**src/cio_regs.vh**
```
// constants for the processor i/o and interrupt interface
`ifndef CIO_REGS_VH
`define CIO_REGS_VH
// bus cycle kinds requested by the sequencer
`define CIO_KIND_MEM      3'h0
`define CIO_KIND_IO1      3'h1
`define CIO_KIND_EXT      3'h2
`define CIO_KIND_VEC      3'h3
`define CIO_KIND_W        3
// status word bit positions (upper byte)
`define CIO_PSU_SENSE     7
`define CIO_PSU_FLAG      6
`define CIO_PSU_INH       5
// memory/io and select line levels
`define CIO_MIO_MEM       1'h1
`define CIO_MIO_IO        1'h0
`define CIO_SEL_DATA      1'h1
`define CIO_SEL_CTRL      1'h0
`define CIO_SEL_EXT       1'h1
`define CIO_SEL_NONEXT    1'h0
// return address stack, address width, page mask and reset address
`define CIO_RAS_DEPTH     8
`define CIO_RAS_PTR_W     3
`define CIO_ADDR_W        15
`define CIO_PAGE_MASK     15'h1FFF
`define CIO_RESET_ADDR    15'h0000
`endif

```
**src/cio_core.v**
```verilog
// processor i/o facilities, bus cycle engine and vectored interrupt
//
// Summary of operation
// - flag output pin always equals the status word flag bit.
// - status load/preset/clear updates flag in the instruction's last cycle.
// - sense pin mirrors into a status bit, readable any time.
// - data and control byte i/o differ only in data/control select.
// - byte i/o: io, non-extended, select valid, address meaningless.
// - cycle type encoding for memory, extended and one-byte cycles.
// - extended read puts device address on low lines, latches data.
// - extended write shows device address and drives register byte.
// - extended address held all through request; select meaningless.
// - one active-low request, single level, 8-bit vector, 128 targets.
// - vector top bit requests an indirect address sequence.
// - accepting an interrupt sets the inhibit bit.
// - inhibit set: interrupt request input ignored.
// - inhibit set by load/preset, cleared by reset, clear/load, return with return enable.
// - current instruction completes before the interrupt sequence.
// - jammed zero-page branch-to-subroutine replaces next instruction.
// - vector byte fetched in a cycle marked by interrupt acknowledge.
// - branch pushes next address, continues at zero plus offset.
// - return pops the saved address, program resumes there.
// - request held until acknowledge low; responder releases after.
// - data/control select low for control, high for data.
`timescale 1ns/10ps
`include "cio_regs.vh"
module cio_core (
  input  wire        clk_sys_in,
  input  wire        reset_n_in,
  // execution unit side
  input  wire        cyc_start_in,
  input  wire [2:0]  cyc_kind_in,
  input  wire        cyc_write_in,
  input  wire        cyc_data_sel_in,
  input  wire [14:0] cyc_addr_in,
  input  wire [7:0]  cyc_wdata_in,
  input  wire        last_cycle_in,
  input  wire        psu_load_in,
  input  wire        psu_preset_in,
  input  wire        psu_clear_in,
  input  wire [7:0]  psu_operand_in,
  input  wire        ret_in,
  input  wire        ret_enable_in,
  input  wire        bsr_in,
  input  wire [14:0] bsr_next_addr_in,
  output wire        cyc_busy_out,
  output reg         cyc_done_out,
  output reg  [7:0]  cyc_rdata_out,
  output reg  [7:0]  psu_out,
  output reg         int_pending_out,
  output reg         jam_out,
  output reg         vec_indirect_out,
  output reg  [14:0] vec_target_out,
  output reg         ret_valid_out,
  output reg  [14:0] ret_addr_out,
  // pins
  input  wire        sense_in,
  input  wire        interrupt_request_n_in,
  input  wire        operation_acknowledge_n_in,
  input  wire [7:0]  data_bus_lines_in,
  output reg  [7:0]  data_bus_lines_out,
  output reg         data_bus_lines_oe_out,
  output reg  [12:0] addr_out,
  output reg         addr13_or_extended_select_out,
  output reg         addr14_or_data_control_select_out,
  output reg         operation_request_out,
  output reg         memory_io_out,
  output reg         read_write_out,
  output reg         interrupt_acknowledge_out,
  output wire        flag_out
);

  // sequencer states
  localparam [1:0] ST_IDLE = 2'h0;
  localparam [1:0] ST_REQ  = 2'h1;
  localparam [1:0] ST_DONE = 2'h2;

  reg [1:0]  sense_sync;
  reg [1:0]  irq_sync;
  reg [1:0]  ack_sync;
  // data bus synced as well; it settles before the acknowledge, which
  // reaches the sequencer through the same two flops
  reg [7:0]  dbus_meta;
  reg [7:0]  dbus_sync;
  reg [1:0]  state;
  reg [2:0]  kind;
  wire [14:0] ras [0:`CIO_RAS_DEPTH-1];
  reg [2:0]  ras_ptr;
  reg [14:0] next_target;
  wire       irq_seen;
  wire       ack_low;

  assign ack_low  = ~ack_sync[1];
  assign irq_seen = ~irq_sync[1] & ~psu_out[`CIO_PSU_INH];
  assign flag_out = psu_out[`CIO_PSU_FLAG];
  assign cyc_busy_out = (state != ST_IDLE);

  // pins cross into the clock domain before any use
  always @(posedge clk_sys_in) begin
    sense_sync <= {sense_sync[0], sense_in};
    irq_sync   <= {irq_sync[0], interrupt_request_n_in};
    ack_sync   <= {ack_sync[0], operation_acknowledge_n_in};
    dbus_meta  <= data_bus_lines_in;
    dbus_sync  <= dbus_meta;
  end

  // vector: bit 7 indirect, 6:0 signed offset from zero, wrap in page
  always @* begin
    next_target = {{8{dbus_sync[6]}}, dbus_sync[6:0]}
                  & `CIO_PAGE_MASK;
  end

  // acceptance: synced request, inhibit clear, last cycle of instruction
  function accept_now;
    input last;
    input seen;
    begin
      accept_now = last & seen;
    end
  endfunction

  // status word upper byte
  always @(posedge clk_sys_in) begin
    if (!reset_n_in) begin
      psu_out <= 8'h00;
    end else begin
      psu_out[`CIO_PSU_SENSE] <= sense_sync[1];
      if (last_cycle_in) begin
        if (psu_load_in) begin
          psu_out[`CIO_PSU_FLAG] <= psu_operand_in[`CIO_PSU_FLAG];
          psu_out[`CIO_PSU_INH]  <= psu_operand_in[`CIO_PSU_INH];
          psu_out[4:0]           <= psu_operand_in[4:0];
        end else if (psu_preset_in) begin
          psu_out[6:0] <= psu_out[6:0] | psu_operand_in[6:0];
        end else if (psu_clear_in) begin
          psu_out[6:0] <= psu_out[6:0] & ~psu_operand_in[6:0];
        end
        if (ret_in && ret_enable_in)
          psu_out[`CIO_PSU_INH] <= 1'h0;
      end
      // acceptance wins over any clear in the same cycle
      if (accept_now(last_cycle_in, irq_seen))
        psu_out[`CIO_PSU_INH] <= 1'h1;
    end
  end

  // interrupt acceptance only at instruction end; jam replaces fetch
  always @(posedge clk_sys_in) begin
    if (!reset_n_in) begin
      int_pending_out <= 1'h0;
      jam_out         <= 1'h0;
    end else begin
      int_pending_out <= irq_seen;
      jam_out         <= accept_now(last_cycle_in, irq_seen);
    end
  end

  // bus cycle engine: request held until acknowledge low
  always @(posedge clk_sys_in) begin
    if (!reset_n_in) begin
      state                             <= ST_IDLE;
      kind                              <= `CIO_KIND_MEM;
      operation_request_out             <= 1'h0;
      memory_io_out                     <= `CIO_MIO_MEM;
      read_write_out                    <= 1'h0;
      addr_out                          <= 13'h0000;
      addr13_or_extended_select_out     <= 1'h0;
      addr14_or_data_control_select_out <= 1'h0;
      data_bus_lines_out                <= 8'h00;
      data_bus_lines_oe_out             <= 1'h0;
      interrupt_acknowledge_out         <= 1'h0;
      cyc_done_out                      <= 1'h0;
      cyc_rdata_out                     <= 8'h00;
      vec_indirect_out                  <= 1'h0;
      vec_target_out                    <= `CIO_RESET_ADDR;
    end else begin
      cyc_done_out <= 1'h0;
      case (state)
        ST_IDLE: begin
          if (cyc_start_in) begin
            kind                  <= cyc_kind_in;
            operation_request_out <= 1'h1;
            read_write_out        <= cyc_write_in;
            data_bus_lines_out    <= cyc_wdata_in;
            data_bus_lines_oe_out <= cyc_write_in;
            interrupt_acknowledge_out <= 1'h0;
            case (cyc_kind_in)
              `CIO_KIND_IO1: begin
                memory_io_out                 <= `CIO_MIO_IO;
                addr13_or_extended_select_out <= `CIO_SEL_NONEXT;
                addr14_or_data_control_select_out
                  <= cyc_data_sel_in;
                addr_out <= 13'h0000;
              end
              `CIO_KIND_EXT: begin
                memory_io_out                 <= `CIO_MIO_IO;
                addr13_or_extended_select_out <= `CIO_SEL_EXT;
                addr14_or_data_control_select_out <= 1'h0;
                addr_out <= {5'h00, cyc_addr_in[7:0]};
              end
              `CIO_KIND_VEC: begin
                // vector fetch carries acknowledge; peripheral answers
                memory_io_out  <= `CIO_MIO_MEM;
                read_write_out <= 1'h0;
                data_bus_lines_oe_out <= 1'h0;
                addr13_or_extended_select_out     <= 1'h0;
                addr14_or_data_control_select_out <= 1'h0;
                addr_out <= 13'h0000;
                interrupt_acknowledge_out <= 1'h1;
              end
              default: begin
                memory_io_out <= `CIO_MIO_MEM;
                addr_out      <= cyc_addr_in[12:0];
                addr13_or_extended_select_out     <= cyc_addr_in[13];
                addr14_or_data_control_select_out <= cyc_addr_in[14];
              end
            endcase
            state <= ST_REQ;
          end
        end
        ST_REQ: begin
          if (ack_low) begin
            operation_request_out <= 1'h0;
            data_bus_lines_oe_out <= 1'h0;
            cyc_rdata_out         <= dbus_sync;
            cyc_done_out          <= 1'h1;
            if (kind == `CIO_KIND_VEC) begin
              vec_indirect_out <= dbus_sync[7];
              vec_target_out   <= next_target;
            end
            state <= ST_DONE;
          end
        end
        ST_DONE: begin
          // wait for responder to release before the next request
          if (!ack_low) begin
            interrupt_acknowledge_out <= 1'h0;
            state <= ST_IDLE;
          end
        end
        default: state <= ST_IDLE;
      endcase
    end
  end

  // return address stack, eight levels, circular pointer
  genvar gi;
  generate
    for (gi = 0; gi < `CIO_RAS_DEPTH; gi = gi + 1) begin : g_ras
      localparam [2:0] SLOT = gi;
      reg [14:0] entry;
      assign ras[gi] = entry;
      always @(posedge clk_sys_in) begin
        if (!reset_n_in)
          entry <= `CIO_RESET_ADDR;
        else if (bsr_in && (ras_ptr + 3'h1) == SLOT)
          entry <= bsr_next_addr_in;
      end
    end
  endgenerate

  always @(posedge clk_sys_in) begin
    if (!reset_n_in) begin
      ras_ptr       <= 3'h0;
      ret_valid_out <= 1'h0;
      ret_addr_out  <= `CIO_RESET_ADDR;
    end else begin
      ret_valid_out <= 1'h0;
      // a ninth push wraps and overwrites the oldest return address
      if (bsr_in) begin
        ras_ptr <= ras_ptr + 3'h1;
      end else if (ret_in) begin
        ret_addr_out  <= ras_read(ras_ptr);
        ret_valid_out <= 1'h1;
        ras_ptr       <= ras_ptr - 3'h1;
      end
    end
  end

  function [14:0] ras_read;
    input [2:0] p;
    begin
      case (p)
        3'h0: ras_read = ras[0];
        3'h1: ras_read = ras[1];
        3'h2: ras_read = ras[2];
        3'h3: ras_read = ras[3];
        3'h4: ras_read = ras[4];
        3'h5: ras_read = ras[5];
        3'h6: ras_read = ras[6];
        default: ras_read = ras[7];
      endcase
    end
  endfunction

endmodule

```
**config.mk**
```make
export PLATFORM = sky130hd
export DESIGN_NAME = cio_core
export DESIGN_NICKNAME = d
export VERILOG_FILES = /design/src/cio_core.v
export VERILOG_INCLUDE_DIRS = /design/src /design/src/src
export SDC_FILE = /design/constraint.sdc
export NUM_CORES = 1
export LEC_CHECK = 0
export ABC_AREA = 1
export ABC_CLOCK_PERIOD_IN_PS = 2100
export BUFFER_PORTS_ARGS = -buffer_cell sky130_fd_sc_hd__buf_2
export CORE_ASPECT_RATIO = 1.75
export CORE_MARGIN = 2
export CORE_UTILIZATION = 56
export CTS_CLUSTER_DIAMETER = 120
export DETAILED_ROUTE_END_ITERATION = 10
export GPL_TIMING_DRIVEN = 0
export PLACE_DENSITY = 0.86
export SYNTH_ARGS = -nofsm -noshare
export SYNTH_HDL_FRONTEND = slang
export SYNTH_SLANG_ARGS = --single-unit
```
**constraint.sdc**
```tcl
create_clock -name clk_sys_in -period 2.1 [get_ports clk_sys_in]
set_input_delay 0.315 -clock clk_sys_in [delete_from_list [all_inputs] [get_ports clk_sys_in]]
set_output_delay 0.315 -clock clk_sys_in [all_outputs]
set_load 0.01 [all_outputs]
```
After elaboration in Yosys (flattened, before gate mapping)
Cells that the tools add are included.
{ "word_totals": {"output_inout_bits": 81, "reg_bits": 221, "input_bits": 72} }
{ "classes": {"n_bitwise": 10, "mux": 29, "n_addsub": 2, "n_eq_ne": 22, "n_reduce_logical": 33} }
{ "ops": {"columns": ["op", "count"], "rows": [
  ["$pmux W15 S7", 1],
  ["$pmux W13 S2", 1],
  ["$eq A3 B2 Y1 const B", 7],
  ["$eq A3 B3 Y1 const B", 7],
  ["$mux W7", 3],
  ["$mux W1", 12],
  ["$reduce_and A2 Y1", 6],
  ["$reduce_and A3 Y1", 4],
  ["$pmux W1 S2", 5],
  ["$reduce_bool A2 Y1", 5],
  ["$eq A3 B1 Y1 const B", 3],
  ["$logic_and A1 B1 Y1", 9],
  ["$reduce_or A2 Y1", 4],
  ["$and A7 B7 Y7", 1],
  ["$not A7 Y7", 1],
  ["$or A7 B7 Y7", 1],
  ["$logic_not A3 Y1", 2],
  ["$mux W2", 3],
  ["$mux W3", 2],
  ["$mux W6", 1],
  ["$ne A2 B2 Y1 const B", 3],
  ["$pmux W2 S3", 1],
  ["$not A1 Y1", 5],
  ["$reduce_bool A5 Y1", 1],
  ["7 further kinds", 8]
]} }

Depth between registers and ports, before layout
Gate-level depths: netlist of the first run.
{ "logic_depth": {"word_depth": 8, "ltp_mapped": 11} }

Least setup slack after synthesis of the first run
No wires, ideal clock.
{ "synth_path": {"path_type": "register -> register", "from": "register ras_ptr[2]", "to": "register g_ras[5].entry[4]", "path_buffers": 2, "setup_slack_ps": 465, "stages_incl_launch_ff": 9, "t_arrival_ps": 1502, "synth_period_minus_slack_ps": 1635, "t_required_ps": 1968, "setup_ps": 132, "path_cell_list": "dfxtp_1 inv_1 buf_2 ha_1 nor2_4 nand2_1 buf_2 nand2_1 a21oi_1"} }
{ "synth_between": {"elab_chain_len": 3} }
{ "synth_rtl": {"columns": ["element", "line", "source"], "rows": [
  ["from (decl)", "cio_core.v:88", "reg [2:0] ras_ptr;"],
  ["from (signal assigned)", "cio_core.v:271", "ras_ptr <= ras_ptr + 3'h1;"],
  ["from (signal assigned)", "cio_core.v:275", "ras_ptr <= ras_ptr - 3'h1;"],
  ["$add A3 B1 Y3", "cio_core.v:256", "else if (bsr_in && (ras_ptr + 3'h1) == SLOT)"],
  ["$eq A3 B3 Y1", "cio_core.v:256", null],
  ["$logic_and A1 B1 Y1", "cio_core.v:256", null],
  ["to (signal assigned)", "cio_core.v:255", "entry <= `CIO_RESET_ADDR;"],
  ["to (signal assigned)", "cio_core.v:257", "entry <= bsr_next_addr_in;"],
  ["to (decl)", "cio_core.v:251", "reg [14:0] entry;"]
]} }
No other way between the ends.
A chain may end at the register's enable or synchronous reset.

Worst setup path after layout of the first run
{ "layout_path": {"from": "register ras_ptr[2]", "to": "register ret_addr_out[4]"} }
{ "layout_between": {"elab_chain_len": 2, "elab_cells_between_ends": 8} }
{ "layout_rtl": {"columns": ["element", "line", "source"], "rows": [
  ["$eq A3 B3 Y1 (tied with other cells)", "cio_core.v:283", "case (p)"],
  ["$pmux W15 S7 *", "cio_core.v:283", null],
  ["to (signal assigned)", "cio_core.v:266", "ret_addr_out <= `CIO_RESET_ADDR;"],
  ["to (signal assigned)", "cio_core.v:273", "ret_addr_out <= ras_read(ras_ptr);"],
  ["to (decl)", "cio_core.v:55", "output reg [14:0] ret_addr_out,"]
]} }
Mark *: on every way between the ends. The rest lies on a longest branch, timed or not.

==> results of run 1 <==
power groups by stage:
stage / Clock, W / Combinational, W / Sequential, W
after floorplan: 0 / 0.000729 / 0.00464
after global routing: 0.00396 / 0.00139 / 0.00455
after CTS: 0.00381 / 0.00125 / 0.00453
final: 0.00380 / 0.00127 / 0.00453
after detailed placement: 0 / 0.00122 / 0.00462
after global placement: 0 / 0.00120 / 0.00461
synthesized netlist by cell type (2+ instances only):
cell type	instances	area [µm²]
buf_1	3	11.26
clkbuf_2	2	10.01
inv_1	74	277.8
buf_4	17	127.6
o21ai_1	6	30.03
inv_2	6	22.52
dfxtp_1	221	4424
ha_1	7	87.58
nor3_1	2	10.01
nand3_1	164	820.8
o211ai_1	6	45.04
o21ai_0	109	545.5
buf_2	31	155.2
nor2_4	5	56.30
nand2_2	2	12.51
nor2_2	4	25.02
clkbuf_1	29	108.9
a21oi_1	145	725.7
nand2_1	177	664.4
buf_6	7	78.83
nor2_1	144	540.5
registers in the layout, indices dropped and copies added (netlist names), 2 cells and up, named ones only:
| name | cells |
|---|---|
| g_ras.entry | 120 |
| ret_addr_out | 15 |
| addr_out | 13 |
| cyc_rdata_out | 8 |
| data_bus_lines_out | 8 |
| dbus_meta | 8 |
| dbus_sync | 8 |
| vec_target_out | 7 |
| kind | 3 |
| ras_ptr | 3 |
| ack_sync | 2 |
| irq_sync | 2 |
| psu_out | 2 |
| sense_sync | 2 |
| state | 2 |
worst reg2reg max path, cell delays in order, from the launching register on:
cell	delay, ns
dfxtp_1	0.39
inv_2	0.09
buf_4	0.19
ha_1	0.20
buf_4	0.17
buf_2	0.20
nand2_1	0.09
nand2_1	0.12
nor2_2	0.16
nand3_1	0.09
nor2_1	0.11
nor2_1	0.06
metrics by stage:
| stage | setup WS [ns] | total power, W |
|---|---|---|
| 6_report | 0.1201 | 0.009604 |
| 5_1_grt | 0.009837 | 0.009898 |
| 4_1_cts | 0.06776 | 0.009588 |
| 3_5_place_dp | 0.09575 | 0.005846 |
| 3_3_place_gp | 0.1331 | 0.005814 |
| 2_1_floorplan | 0.4652 | 0.005368 |
per-layer routing:
metal | GRT usage | share of wire
met1 | 0.3071 | 0.33
met2 | 0.5843 | 0.51
met3 | 0.05923 | 0.071
met4 | 0.2347 | 0.082
met5 | 0 | 0
what timing repair did:
item                                    in CTS  in global routing
hold buffers                                11                  0
hold endpoints to repair                    11                  0
gates resized for setup                      0                 14
endpoints found under the setup margin       0                 59
final timing paths:
kind,depth (start not counted),end
worst max-delay path,11,ret_addr_out[4]
worst min-delay path,3,addr_out[11]
worst max register to register,11,ret_addr_out[4]
worst min register to register,0,dbus_sync[2]
placed cells by master (no fill, tap or decap), drive strengths merged:
cell	count
dfxtp	221
buf	205
nand2	179
nand3	166
nor2	153
a21oi	146
o21ai	115
inv	80
clkbuf	62
dlygate4sd3	11
ha	7
o211ai	6
clkinv	4
nor3	3
conb	2
nand3b	1
a22oi	1
o22ai	1
or2	1
nor4	1
xnor2	1
a211oi	1
bufinv	1
clkinvlp	1
area by class of cell:
cell class,count,area share
clock buffer,31,0.05838
sequential,221,0.4145
tap,186,0.02181
multi-input combinational,784,0.3457
clock inverter,6,0.005744
inverter,80,0.02814
timing repair buffer,158,0.07925
buffer,89,0.04642
kinds of logic (layout without fill, tap and decap cells):
logic type | after synthesis | after routing | synth area share
compound gates | 270 | 270 | 0.1550
xor+xnor | 1 | 1 | 0.0009865
fa+ha+maj | 7 | 7 | 0.009863
buf+inv | 169 | 364 | 0.08919
flops | 221 | 221 | 0.4982
other cells | 1 | 2 | 0.0004223
simple gates | 504 | 504 | 0.2463
==> summary.txt, run 1 <==
Sequential power share - 0.472
Worst slew margin - 0.5707
Final Hold Fails - 0
MaxCap Viol Count - 0
Critical path's top delay family - buffers and inverters
First-pass GRT wire length - 42.32 mm
P_leak - 4.598 nW
Fin crit period - 1.980 ns
Wire per inst - 17.55 µm
Final Setup Violations - 0
Seq/Total Area, Yosys - 0.4982
Detail Route Antenna Nets - 0
Fillcell total - 1299
Synth Cell Area - 8880 µm²
Ant diodes - 0
DP Cell Count - 1507
Vias in the first global route - 8641
Synthesis Warnings - 0
Filler-free cell count of the finished design - 1555
RR Startpoint - ras_ptr[2]
Final Cycle Share - 0.9428
CTS HTree Levels - 1
Max Buffers Root-to-Sink - 3
IO Pins - 153
Area grow syn2layout - 20.19%
Synth unique cells - 33
Overflow after GRT - 0
Number of post-CTS setup repair buffers - 0
Crit path cell chain - inv_2 -> buf_4 -> ha_1 -> buf_4 -> buf_2 -> nand2_1 -> nand2_1 -> nor2_2 -> nand3_1 -> nor2_1 -> nor2_1
Util after Layout - 0.6901
Crit. Startpoint - ras_ptr[2]
Full die area - 16920 µm²
Final nets - 1434
Clock Latency Late Sink - 0.50 ns
Highest cell delay on the worst timing path - 0.39 ns
1st-pass router iterations - 6
RSZ-0062 raised after global routing - false
Status - completed
Number of vias per cell - 5.614
Initial antenna violation count - 0
Share of cells above drive strength 1 - 0.1972
Ys async rst share - 0
Worst path slowest cell - dfxtp_1
Sw Share - 0.2692
Clock transition at path regs - 0.07 ns
Clock group share of total power - 0.395
Hold_sp - cyc_addr_in[11]
FF/Latch Area - 4424 µm²
Post-layout instance area - 10670 µm²
CP startpoint kind - register
Least-Margin Pin Slew - 0.6439 ns
Rows - 60
Switching pwr - 0.002586 W
DRC - 0
Cts bufs inserted - 21
Hold_ws - 0.06144 ns
Total power per unit cell area - 899.9 nW/µm²
CTS root buf - clkbuf_16
Slew Viols, Final - 0
Kind of critical path - reg -> reg
Yosys reg bits - 221
DRT iter0 DRCs - 589
Post-synth top flop - dfxtp_1
Starting Density - 0.5742
CTS tree - done
Cell count after synthesis - 1173
Setup TNS - 0 ns
Core region area - 15460 µm²
DPL Wire Length - 19.57 mm
Worst Skew - 0.008617 ns
Vias - 8729
Avg Cell Area, Syn - 7.570 µm²
Footprint of the multi-input gates - 3690 µm²
Peak supply drop - 930.8 µV
Die height - 170.6 µm
Crit path required time - 2.48 ns
Routability cong. - 1.007
Critical Path End Type - register
Post-DP Area - 9852 µm²
WP buf/inv - 4
Post-synth EDFFs - 0
Largest net degree at the start of global routing - 16
HP Class - in -> reg
CTS sink cnt - 221
Comb power frac - 0.133
Port Buffer Count - 147
Gr usage total - 0.3170
Max frequency - 505.1 MHz
WL final - 27.29 mm
Die width - 99.19 µm
WP data arrival - 2.36 ns
Cell-internal power - 0.007018 W
Flop-to-flop setup slack - 0.12 ns
Largest fanout on the critical path - 10
Note: power is estimated with default switching activity, not from simulation.
==> run 2: changes to the inputs <==
--- a/config.mk
+++ b/config.mk
@@ -16,6 +16,7 @@
 export DETAILED_ROUTE_END_ITERATION = 10
 export GPL_TIMING_DRIVEN = 0
 export PLACE_DENSITY = 0.86
+export RECOVER_POWER = 50
 export SYNTH_ARGS = -nofsm -noshare
 export SYNTH_HDL_FRONTEND = slang
 export SYNTH_SLANG_ARGS = --single-unit
==> run 2 against run 1 <==
  * Wire length grew 0.61%
  * First-iteration DRC count up 2.0%
  * Sequential power about the same
  * Non-clock buffer count did not move
  * Largest cell class unchanged
  * Largest power group unchanged
==> summary.txt, run 2 (synthesis gave the netlist of run 1 again) <==
Commonest cells after routing, fill and taps aside - 221 x dfxtp_1, 176 x nand2_1, 165 x nand3_1, 145 x a21oi_1, 140 x nor2_1 (was 221 x dfxtp_1, 177 x buf_2, 175 x nand2_1, 164 x nand3_1, 145 x a21oi_1)
DRT iter0 DRCs - 601 (was 589)
Highest cell delay on the worst timing path - 0.47 ns (was 0.39 ns)
Final Cycle Share - 0.9469 (was 0.9428)
Comb power frac - 0.130 (was 0.133)
Routability cong. - 1.007 (unchanged)
Least-Margin Pin Slew - 0.8195 ns (was 0.6439 ns)
First-pass GRT wire length - 42.32 mm (unchanged)
Fin crit period - 1.988 ns (was 1.980 ns)
CTS tree - done (unchanged)
Worst slew margin - 0.4516 (was 0.5707)
DPL Wire Length - 19.57 mm (unchanged)
IO Pins - 153 (unchanged)
Peak supply drop - 933.4 µV (was 930.8 µV)
Rows - 60 (unchanged)
Setup TNS - 0 ns (unchanged)
Detail Route Antenna Nets - 0 (unchanged)
WL final - 27.45 mm (was 27.29 mm)
Sw Share - 0.2699 (was 0.2692)
Die height - 170.6 µm (unchanged)
WP data arrival - 2.35 ns (was 2.36 ns)
Top flop regs - g_ras.entry (120), ret_addr_out (15), addr_out (13) (unchanged)
WP buf/inv - 3 (was 4)
Wire per inst - 17.66 µm (was 17.55 µm)
MaxCap Viol Count - 0 (unchanged)
Overflow after GRT - 0 (unchanged)
Max frequency - 502.9 MHz (was 505.1 MHz)
Area grow syn2layout - 18.66% (was 20.19%)
Largest fanout on the critical path - 10 (unchanged)
Crit path required time - 2.46 ns (was 2.48 ns)
Number of vias per cell - 5.638 (was 5.614)
Crit path cell chain - inv_2 -> buf_4 -> ha_1 -> nand3_1 -> clkbuf_1 -> a21oi_1 (was inv_2 -> buf_4 -> ha_1 -> buf_4 -> buf_2 -> nand2_1 -> nand2_1 -> nor2_2 -> nand3_1 -> nor2_1 -> nor2_1)
Die width - 99.19 µm (unchanged)
Max reg flops - 120 (unchanged)
Sequential power share - 0.474 (was 0.472)
Critical Path End Type - register (unchanged)
Max Buffers Root-to-Sink - 3 (unchanged)
DP Cell Count - 1507 (unchanged)
Filler-free cell count of the finished design - 1555 (unchanged)
Full die area - 16920 µm² (unchanged)
Clock transition at path regs - 0.07 ns (about the same)
Starting Density - 0.5742 (unchanged)
P_leak - 4.292 nW (was 4.598 nW)
DRC - 0 (unchanged)
CTS sink cnt - 221 (unchanged)
CP startpoint kind - register (unchanged)
Final Setup Violations - 0 (unchanged)
RSZ-0062 raised after global routing - false (unchanged)
HP Class - in -> reg (unchanged)
Initial antenna violation count - 0 (unchanged)
Final Power - 0.009575 W (was 0.009604 W)
Vias in the first global route - 8641 (unchanged)
Most common cell after layout, fill and taps aside - dfxtp_1 (unchanged)
Largest register by flop count - g_ras.entry (unchanged)
Critical path depth - 6 (was 11)
Worst Skew - 0.007475 ns (was 0.008617 ns)
Total power per unit cell area - 908.7 nW/µm² (was 899.9 nW/µm²)
Final nets - 1434 (unchanged)
Kind of critical path - reg -> reg (unchanged)
Crit. Startpoint - ras_ptr[2] (unchanged)
Port Buffer Count - 147 (unchanged)
Ant diodes - 0 (unchanged)
Status - completed (unchanged)
Largest net degree at the start of global routing - 16 (unchanged)
Slew Viols, Final - 0 (unchanged)
Cells on worst reg2reg path - 6 (was 11)
Gr usage total - 0.3170 (unchanged)
Critical path's top delay family - buffers and inverters (unchanged)
CTS HTree Levels - 1 (unchanged)
CTS root buf - clkbuf_16 (unchanged)
Flop-to-flop setup slack - 0.11 ns (was 0.12 ns)
Worst path slowest cell - clkbuf_1 (was dfxtp_1)
Util after Layout - 0.6813 (was 0.6901)
Critical R2R Capture - g_ras[3].entry[6] (was ret_addr_out[4])
Worst Setup EP - g_ras[3].entry[6] (was ret_addr_out[4])
Final Hold Fails - 0 (unchanged)
Cell-internal power - 0.006991 W (was 0.007018 W)
Clock Latency Late Sink - 0.50 ns (about the same)
Core region area - 15460 µm² (unchanged)
1st-pass router iterations - 6 (unchanged)
Share of cells above drive strength 1 - 0.1337 (was 0.1972)
Cts bufs inserted - 21 (unchanged)
RR Startpoint - ras_ptr[2] (unchanged)
Clock group share of total power - 0.396 (was 0.395)
Switching pwr - 0.002584 W (was 0.002586 W)
Vias - 8767 (was 8729)
run 2: changes by cell type in the layout (fill, tap and decap cells not counted), sizes merged:
| cell | previous run | this run |
|---|---|---|
| buf | 205 | 127 |
| clkbuf | 62 | 140 |
run 2: how the worst min path moves through the flow:
stage | startpoint | end | slack (ns) | depth (start not counted)
finish | cyc_addr_in[11] | addr_out[11] | 0.06 | 3
detailed placement | dbus_meta[2] | dbus_sync[2] | 0.31 | 0
CTS | cyc_addr_in[11] | addr_out[11] | 0.05 | 3
global route | cyc_addr_in[0] | addr_out[0] | 0.07 | 3
floorplan | ack_sync[0] | ack_sync[1] | 0.31 | 0
global placement | dbus_meta[4] | dbus_sync[4] | 0.31 | 0
run 2: what timing repair did:
| action | in CTS | in global routing |
|---|---|---|
| hold buffers | 11 | 0 |
| endpoints found under the hold margin | 11 | 0 |
| setup endpoints to repair | 0 | 59 |
| resized for setup | 0 | 14 |
| setup buffers | 0 | 0 |
run 2: metrics by stage:
stage	area, µm²	setup WS, ns	hold slack, ns
CTS	10650	0.06776	0.05493
finish	10540	0.1116	0.06461
detailed placement	9852	0.09575	0.3136
floorplan	8884	0.4652	0.3096
global route	10540	0.009837	0.06813
global placement	9852	0.1331	0.3100
run 2: layout make-up:
class,count,area [µm²]
Buffer,89,486.7
Multi-Input combinational cell,784,3652
Inverter,80,300.3
Timing Repair Buffer,158,755.7
Fill cell,1346,4928
Sequential cell,221,4424
Tap cell,186,232.7
Clock inverter,6,61.31
Clock buffer,31,623.1
run 2: power groups by stage:
stage          Sequential [W]  Combinational [W]  Clock, W
3_5_place_dp          0.00462            0.00122         0
5_1_grt               0.00456            0.00135   0.00396
6_report              0.00454            0.00125   0.00379
4_1_cts               0.00453            0.00125   0.00381
3_3_place_gp          0.00461            0.00120         0
2_1_floorplan         0.00464           0.000729         0
run 2: routing by layer:
layer	part of all wire	GRT usage	vias up	routed length, µm
li1	-	-	4209	-
met5	0	0	-	0
met2	0.51	0.5843	447	14020
met1	0.33	0.3071	3972	9065
met4	0.082	0.2347	0	2245
met3	0.077	0.05923	139	2118
run 2: worst min-delay path, stage by stage:
cell and delay, ns:
buf_2 0.10, nand2_1 0.05, a21oi_1 0.05
